==> src/design/iow_consts.vh <==
// Offsets, field positions and reset values of the I/O window and downstream status block
`ifndef IOW_CONSTS_VH
`define IOW_CONSTS_VH
`define IOW_OFF_BOTTOM 8'h1c
`define IOW_OFF_TOP 8'h1d
`define IOW_OFF_STATUS 8'h1e
`define IOW_OFF_BOTTOM_UP 8'h30
`define IOW_OFF_TOP_UP 8'h32
`define IOW_OFF_BRIDGE_CTRL 8'h3e
`define IOW_WIN_MSB 7
`define IOW_WIN_LSB 4
`define IOW_CAP_VAL 4'h1
`define IOW_WIN_RESET 4'h0
`define IOW_UP_RESET 16'h0000
`define IOW_BOTTOM_LOW 12'h000
`define IOW_TOP_LOW 12'hfff
`define IOW_ST_PAR_FLAG 15
`define IOW_ST_SPEED_VAL 2'b01
`define IOW_ST_BIT7_VAL 1'b1
`define IOW_PAR_RESP_EN_BIT 0
`endif

==> src/design/iow_window_status.v <==
// I/O window registers, window decode and downstream bus status register
//
// Contract
// [RULE_01] Bottom register bits 7:4 are writable I/O address bits 15:12 of window bottom.
// [RULE_02] Window bottom address bits 11:0 are taken as zero.
// [RULE_03] Top register bits 7:4 give address bits 15:12; bits 11:0 taken as ones.
// [RULE_04] Bottom address bits 31:16 come from upper-bottom register at offset 30h.
// [RULE_05] Top address bits 31:16 come from upper-top register at offset 32h.
// [RULE_06] Bits 3:0 of bottom and top read 1h and ignore writes.
// [RULE_07] Forward upstream I/O downstream only when address lies inside the window.
// [RULE_08] Status resets with bits 9 and 7 set, bit 5 strap, others clear; bit 5 here resets to 0 and takes the strap one clock after reset.
// [RULE_09] Set parity error flag on address or attribute error as potential target.
// [RULE_10] Set parity error flag on data error as target of a write.
// [RULE_11] Set parity error flag on immediate read data error as master.
// [RULE_12] Parity error flag sets regardless of parity response enable.
// [RULE_13] Status bits 10:9 read 01b, medium decode timing.
// [RULE_14] Parity error flag stays set until software clears it.
// [RULE_15] Window compare uses full 32-bit ends, both ends included.
`timescale 1ns/1ps
`default_nettype none
`include "iow_consts.vh"
module iow_window_status #(
    parameter BIT5_STATE = 1'b0
) (
    input wire i_clk_sys,
    input wire i_resetn,
    input wire [7:0] i_cfg_addr,
    input wire i_cfg_wr,
    input wire [15:0] i_cfg_wdata,
    input wire [1:0] i_cfg_be,
    output reg [15:0] o_cfg_rdata,
    input wire [15:0] i_io_window_bottom_upper,
    input wire [15:0] i_io_window_top_upper,
    input wire i_parity_response_enable,
    input wire i_addr_attr_err,
    input wire i_tgt_write_data_err,
    input wire i_mst_read_data_err,
    input wire i_io_req_valid,
    input wire [31:0] i_io_req_addr,
    output wire o_io_forward,
    output wire [31:0] o_window_bottom,
    output wire [31:0] o_window_top
);
    // ****************************************************************
    // Helper functions
    // ****************************************************************
    // Offset match, shared by the write strobes
    function addr_is;
        input [7:0] addr;
        input [7:0] offset;
        begin
            addr_is = (addr == offset);
        end
    endfunction

    // Writable window field of one byte lane
    function [3:0] win_field;
        input [7:0] lane;
        begin
            win_field = lane[`IOW_WIN_MSB:`IOW_WIN_LSB];
        end
    endfunction

    // Register byte as read back: window field over the fixed capability code
    function [7:0] win_byte;
        input [3:0] field;
        input [3:0] cap;
        begin
            win_byte = {field, cap};
        end
    endfunction

    // ****************************************************************
    // Register storage
    // ****************************************************************
    reg [3:0] io_window_bottom_bits;
    reg [3:0] io_window_top_bits;
    reg detected_parity_error_flag;
    reg bit5_strap;
    reg strap_taken;
    reg [3:0] next_io_window_bottom_bits;
    reg [3:0] next_io_window_top_bits;
    reg next_detected_parity_error_flag;
    reg next_bit5_strap;
    reg next_strap_taken;
    reg [15:0] next_cfg_rdata;
    wire [3:0] io_addressing_capability;
    wire hit_bottom;
    wire hit_top;
    wire hit_status;
    wire wr_bottom;
    wire wr_top_low_lane;
    wire wr_top_high_lane;
    wire clr_status;
    wire parity_event;
    wire [7:0] bottom_byte;
    wire [7:0] top_byte;
    wire [15:0] status_value;
    wire above_bottom;
    wire below_top;

    assign io_addressing_capability = `IOW_CAP_VAL; // [RULE_06]

    // ****************************************************************
    // Access decode
    // ****************************************************************
    assign hit_bottom = addr_is(i_cfg_addr, `IOW_OFF_BOTTOM);
    assign hit_top = addr_is(i_cfg_addr, `IOW_OFF_TOP);
    assign hit_status = addr_is(i_cfg_addr, `IOW_OFF_STATUS);
    assign wr_bottom = i_cfg_wr && hit_bottom && i_cfg_be[0];
    // A word write at the bottom offset carries the top register in its high lane
    assign wr_top_low_lane = i_cfg_wr && hit_top && i_cfg_be[0];
    assign wr_top_high_lane = i_cfg_wr && hit_bottom && i_cfg_be[1];
    // Writing zero leaves the flag alone; only a one in its bit clears it
    assign clr_status = i_cfg_wr && hit_status && i_cfg_be[1]
        && i_cfg_wdata[`IOW_ST_PAR_FLAG];

    // ****************************************************************
    // Downstream bus error events
    // ****************************************************************
    // Response enable left out on purpose: errors are recorded even when ignored
    assign parity_event = i_addr_attr_err // [RULE_09]
        || i_tgt_write_data_err // [RULE_10]
        || i_mst_read_data_err; // [RULE_11] [RULE_12]

    // ****************************************************************
    // Next state
    // ****************************************************************
    always @* begin
        next_io_window_bottom_bits = io_window_bottom_bits;
        if (wr_bottom) begin
            next_io_window_bottom_bits = win_field(i_cfg_wdata[7:0]); // [RULE_01]
        end
    end

    always @* begin
        next_io_window_top_bits = io_window_top_bits;
        if (wr_top_low_lane) begin
            next_io_window_top_bits = win_field(i_cfg_wdata[7:0]); // [RULE_03]
        end else if (wr_top_high_lane) begin
            next_io_window_top_bits = win_field(i_cfg_wdata[15:8]); // [RULE_03]
        end
    end

    // Set wins over a same-cycle clear so that no error event is lost
    always @* begin
        next_detected_parity_error_flag = detected_parity_error_flag; // [RULE_14]
        if (parity_event) begin
            next_detected_parity_error_flag = 1'b1;
        end else if (clr_status) begin
            next_detected_parity_error_flag = 1'b0; // [RULE_14]
        end
    end

    // Bit 5 is captured once after reset and never moves under software
    always @* begin
        next_bit5_strap = bit5_strap;
        next_strap_taken = 1'b1;
        if (!strap_taken) begin
            next_bit5_strap = BIT5_STATE[0]; // [RULE_08]
        end
    end

    // ****************************************************************
    // State registers
    // ****************************************************************
    always @(posedge i_clk_sys) begin
        if (!i_resetn) begin
            io_window_bottom_bits <= `IOW_WIN_RESET;
            io_window_top_bits <= `IOW_WIN_RESET;
            detected_parity_error_flag <= 1'b0; // [RULE_08]
            bit5_strap <= 1'b0;
            strap_taken <= 1'b0;
        end else begin
            io_window_bottom_bits <= next_io_window_bottom_bits;
            io_window_top_bits <= next_io_window_top_bits;
            detected_parity_error_flag <= next_detected_parity_error_flag;
            bit5_strap <= next_bit5_strap;
            strap_taken <= next_strap_taken;
        end
    end

    // ****************************************************************
    // Window decode
    // ****************************************************************
    assign o_window_bottom = {
        i_io_window_bottom_upper, // [RULE_04]
        io_window_bottom_bits, // [RULE_01]
        `IOW_BOTTOM_LOW // [RULE_02]
    };
    assign o_window_top = {
        i_io_window_top_upper, // [RULE_05]
        io_window_top_bits, // [RULE_03]
        `IOW_TOP_LOW // [RULE_03]
    };
    // Both ends count as inside, so bottom equal to top still forwards one page
    assign above_bottom = (i_io_req_addr >= o_window_bottom); // [RULE_15]
    assign below_top = (i_io_req_addr <= o_window_top); // [RULE_15]
    // A top below the bottom gives an empty window and nothing is forwarded
    assign o_io_forward = i_io_req_valid && above_bottom && below_top; // [RULE_07]

    // ****************************************************************
    // Read path
    // ****************************************************************
    assign bottom_byte = win_byte(io_window_bottom_bits, io_addressing_capability); // [RULE_06]
    assign top_byte = win_byte(io_window_top_bits, io_addressing_capability); // [RULE_06]
    assign status_value = {
        detected_parity_error_flag, // [RULE_09]
        4'h0,
        `IOW_ST_SPEED_VAL, // [RULE_13]
        1'b0,
        `IOW_ST_BIT7_VAL, // [RULE_08]
        1'b0,
        bit5_strap, // [RULE_08]
        5'h00
    };

    always @* begin
        case (i_cfg_addr)
            `IOW_OFF_BOTTOM: begin
                next_cfg_rdata = {top_byte, bottom_byte};
            end
            `IOW_OFF_TOP: begin
                // The high lane is not mirrored from the status register
                next_cfg_rdata = {8'h00, top_byte};
            end
            `IOW_OFF_STATUS: begin
                next_cfg_rdata = status_value;
            end
            default: begin
                next_cfg_rdata = 16'h0000;
            end
        endcase
    end

    // One cycle of read latency keeps the data output on a flop
    always @(posedge i_clk_sys) begin
        if (!i_resetn) begin
            o_cfg_rdata <= 16'h0000;
        end else begin
            o_cfg_rdata <= next_cfg_rdata;
        end
    end
endmodule
`default_nettype wire

==> config.mk <==
export PLATFORM = sky130hd
export DESIGN_NAME = iow_window_status
export DESIGN_NICKNAME = d
export VERILOG_FILES = /design/src/design/iow_window_status.v
export VERILOG_INCLUDE_DIRS = /design/src /design/src/design
export SDC_FILE = /design/constraint.sdc
export NUM_CORES = 1
export LEC_CHECK = 0
export ABC_AREA = 1
export BUFFER_PORTS_ARGS = -buffer_cell sky130_fd_sc_hd__buf_2
export CORE_AREA = 2 2 82 84
export DETAILED_ROUTE_END_ITERATION = 8
export DIE_AREA = 0 0 84 86
export PLACE_DENSITY = 0.85
export SLEW_MARGIN = 20
export SYNTH_ARGS = -nofsm -noshare
export SYNTH_HDL_FRONTEND = slang
export SYNTH_SLANG_ARGS = --single-unit
==> constraint.sdc <==
create_clock -name i_clk_sys -period 1.6 [get_ports i_clk_sys]
set_input_delay 0.16 -clock i_clk_sys [delete_from_list [all_inputs] [get_ports i_clk_sys]]
set_output_delay 0.16 -clock i_clk_sys [all_outputs]
set_load 0.02 [all_outputs]
==> results.txt <==
- Area delta synth->final: 30.4%
- Maximum clock insertion buffer count: 2
- M1 WL: 2280 µm
- Violated checks: negative setup slack
- Effective utilization at floorplan: 0.408
- The pre-antenna-repair detailed-routing pass consisted of 4 iterations.
* Cell count of the worst reg-to-reg path: 6
- Pre-CTS worst setup slack: -0.123 ns
* Core ar.: approximately 0.0063 mm²
- The library cells used most frequently in the layout, excluding fill and tap cells, are sky130_fd_sc_hd__buf_2, sky130_fd_sc_hd__nand2_1, sky130_fd_sc_hd__inv_1.
- Hold Violations, Final: 0
- Setup CP Type: reg -> out
- Clock-pin slew was measured on the worst setup and hold paths at ~0.070 ns.
* First-pass GRT wire length: about 10000 µm
- Syn. warnings: 0
* Setup repair after global routing missed its margin: yes
- Setup violations remaining at the end of the flow were counted as 1.
- Worst-case setup margin in the final layout: -0.227 ns
- Once placement completed, the tool counted placed cells totaling 593.
- The die covers between 0.007 and 0.008 mm².
- The worst hold path belongs to the class in -> reg.
- For this block, the initial DRC count from the detailed router was 45.
* Overall fraction of global-route tracks in use: 0.172
* Number of antenna violations at the first check in global routing: 0
- Of the available clock period, the critical path in the final layout requires 1.14.
- Max-cap violations in this run came to 0.
- Post-synthesis sequential area ratio: 0.156
- For the finished layout, the period the worst path requires is between 1.5 and 2 ns.
* H-tree levels: 1
- Fill cells in the final layout number approximately 610.
* Count of pins on the block boundary: 179
- CTS tree: built
- WL met2: 3570 µm
- Number of nets with antenna violations after detailed routing: 0
- The routed design uses 374 µm of met3 wire.
- Area share of the largest cell type after synthesis: 0.196
- The worst hold path begins at i_mst_read_data_err.
* Switching power: between 0.5 and 0.6 mW
- In this run the power density over the cells is 479 mW/mm².
- Highest achievable clock rate: between 500 and 600 MHz
- Detailed placement HPWL: between 5000 and 6000 µm
- Clock tree synthesis found a total of 20 sinks.
- Net Sw Frac: 0.331
* Critical Path AT: roughly 1.7 ns
- In the synthesized netlist, the number of instances is slightly below 400.
- For hold timing, the worst endpoint is detected_parity_error_flag.
- For flop-to-flop paths, the worst setup slack is around 0.53 ns.
- In this run the static leakage power is roughly 2.1 nW.
* Number of unique standard cell types used by synthesis: 29
- The internal portion of the total power is around 1.1 mW.
* Routed wirelength normalized by instance count: 10.6 µm
- The startpoint identified for the worst register-to-register timing path is io_window_top_bits[3].
* DRC viols: 0
- Data required time of the worst path: approximately 1.4 ns
- Top routing layer in use: met4
* Vias in the first global route: 2634
- Cell depth of the worst hold path: 3
- GP Congestion: between 0.8 and 0.9
* Insertion delay of the later-clocked pin in the worst-skew pair: 0.26 ns
* Kind of capture point of the worst setup path: primary output
* Fraction of final layout cells with drive strength greater than 1: 0.403
* Total grt overflow: 0
- The final max-slew violation count came to 0.
- Commonest non-fill, non-tap cell in the layout: sky130_fd_sc_hd__buf_2
* Cell type with the highest aggregate area in the netlist: sky130_fd_sc_hd__ha_1
- Post-route cell area: ~0.0033 mm²
- The share of total power dissipated in the clock network is 0.314.
* Horizontal die dimension: ~84 µm
* Maximum fanout count along the critical path: 2
- The endpoint identified for the worst register-to-register timing path is o_cfg_rdata[7].
- Synthesis inferred 20 register bits.
- Once placement finished, the instance area stood at between 0.003 and 0.004 mm².
- Clock skew on the completed layout was measured at ~0.0011 ns.
* Average via count per standard cell: 4.42
- Worst vdd rail ir drop: roughly 0.82 mV
* Crit path launch type: flip-flop
* Number of cell rows: 29
- Area of the multi-input gates: 0.00159 mm²
- Cell Area, Synth: 0.00256 mm²
- In this run the tool buffered the top-level ports with between 100 and 150 buffer cells.
- Run status: complete, but fails checks
- The final layout contains routed wiring with a total length of 6360 µm.
- After clock tree synthesis, the flow added hold-fix buffers numbering 0.
* Ranking of synthesized cells by area: sky130_fd_sc_hd__ha_1, sky130_fd_sc_hd__buf_4, sky130_fd_sc_hd__dfxtp_1
- Largest net degree at the start of global routing: 13
* Die height: around 86 µm
- Clock Root Buffer: sky130_fd_sc_hd__clkbuf_8
- In this run the mean area of a mapped cell was roughly 6.5 µm².
- Part of the total power dissipated in sequential elements: 0.313
- Detailed routing inserted a total of ~2600 vias.
- Of the total power, combinational logic draws 0.373.
- Clock tree synthesis inserted a total of 3 buffers.
- Number of antenna diodes: 0
* FF/Latch Area: ~410 µm²
* Filler-free cell count of the finished design: 600
- The net count of the finished layout is about 660.
## metal layers
metal  GRT usage  vias up
met3      0.0346       17
met4      0.0543        0
li1            -     1370
met1       0.165     1167
met5           0        -
met2       0.362       95
## metrics by stage
stage	util	power (mW)	hold WS, ns	TNS, ns
after floorplan	-	0.967	0.288	0
after global placement	0.497	1.06	0.423	-0.0953
after detailed placement	0.497	1.08	0.426	-0.123
after CTS	0.530	1.60	0.148	-0.213
after global routing	0.532	1.70	0.171	-0.301
final	0.532	1.60	0.160	-0.227
## state kept, by name (all words and copies together), names as in the netlist
register	cells
detected_parity_error_flag	1
o_cfg_rdata	11
io_window_bottom_bits	4
io_window_top_bits	4
## cells in the mapped netlist
cell	count
sky130_fd_sc_hd__o21ai_0	6
sky130_fd_sc_hd__inv_2	1
sky130_fd_sc_hd__nand2_1	86
sky130_fd_sc_hd__o21ai_2	1
sky130_fd_sc_hd__nor2_2	3
sky130_fd_sc_hd__o211ai_1	1
sky130_fd_sc_hd__ha_1	40
sky130_fd_sc_hd__buf_4	61
sky130_fd_sc_hd__nand3_2	1
sky130_fd_sc_hd__a21o_1	2
sky130_fd_sc_hd__nand3b_2	1
sky130_fd_sc_hd__o22ai_1	3
sky130_fd_sc_hd__and2_1	1
sky130_fd_sc_hd__nand4_1	4
sky130_fd_sc_hd__dfxtp_1	20
sky130_fd_sc_hd__nor2_1	31
sky130_fd_sc_hd__inv_1	86
sky130_fd_sc_hd__conb_1	2
sky130_fd_sc_hd__o21bai_1	1
sky130_fd_sc_hd__nor3_1	6
sky130_fd_sc_hd__nand3b_4	1
sky130_fd_sc_hd__nand2_2	5
sky130_fd_sc_hd__nor2b_1	1
sky130_fd_sc_hd__or2_4	1
sky130_fd_sc_hd__nand3_1	6
sky130_fd_sc_hd__inv_4	1
sky130_fd_sc_hd__nand4_2	1
sky130_fd_sc_hd__a21oi_1	20
sky130_fd_sc_hd__nor2_4	2
## power by group through the flow
| stage | logic, mW | registers [mW] | clock network (mW) |
|---|---|---|---|
| final | 0.596 | 0.500 | 0.501 |
| after global routing | 0.678 | 0.500 | 0.520 |
| after CTS | 0.594 | 0.500 | 0.503 |
| after detailed placement | 0.571 | 0.512 | 0 |
| after global placement | 0.551 | 0.512 | 0 |
| after floorplan | 0.455 | 0.512 | 0 |
## logic make-up (layout without fill, tap and decap cells)
| logic type | after synthesis | in the layout | share of synthesized area |
|---|---|---|---|
| flip-flops | 20 | 20 | 0.156 |
| adder cells (fa/ha/maj) | 40 | 40 | 0.196 |
| other | 2 | 29 | 0.00294 |
| AND/OR/NAND/NOR | 150 | 150 | 0.263 |
| AO/OA/AOI/OAI | 34 | 34 | 0.0734 |
| buffers and inverters | 149 | 250 | 0.309 |
## final cells by class
cell class,count,share of cell area
multi-input cells,253,0.475
repair buffers,158,0.252
flip-flops and latches,20,0.123
inverters,88,0.0997
well taps,77,0.0289
clock buffers,3,0.0124
clock inverters,1,0.00900
## critical path, stage by stage (launching register included)
cell	delay [ns]
sky130_fd_sc_hd__dfxtp_2	0.36
sky130_fd_sc_hd__inv_2	0.06
sky130_fd_sc_hd__ha_4	0.28
sky130_fd_sc_hd__nand2_4	0.05
sky130_fd_sc_hd__inv_2	0.04
sky130_fd_sc_hd__nand2_1	0.05
sky130_fd_sc_hd__nand2_2	0.06
sky130_fd_sc_hd__nand3_1	0.08
sky130_fd_sc_hd__nand2_1	0.08
sky130_fd_sc_hd__nor2_2	0.04
sky130_fd_sc_hd__nor2_2	0.14
sky130_fd_sc_hd__nor2_4	0.06
sky130_fd_sc_hd__buf_6	0.13
## timing repair
item / 4_1_cts / 5_1_grt
pin swaps: 14 / 4
gates resized for setup: 27 / 5
setup buffers: 3 / 0
setup endpoints to repair: 1 / 1
## worst max-delay path by stage
| stage | startpoint | cells past startpoint | end | slack, ns |
|---|---|---|---|---|
| global placement | i_io_window_top_upper[7] | 12 | o_io_forward | -0.1 |
| finish | io_window_top_bits[3] | 12 | o_io_forward | -0.23 |
| detailed placement | i_io_window_top_upper[15] | 13 | o_io_forward | -0.12 |
| floorplan | io_window_bottom_bits[2] | 10 | o_io_forward | 0.01 |
| CTS | io_window_bottom_bits[2] | 11 | o_io_forward | -0.21 |
| global route | io_window_bottom_bits[1] | 11 | o_io_forward | -0.30 |
Note: power is estimated with default switching activity, not from simulation.
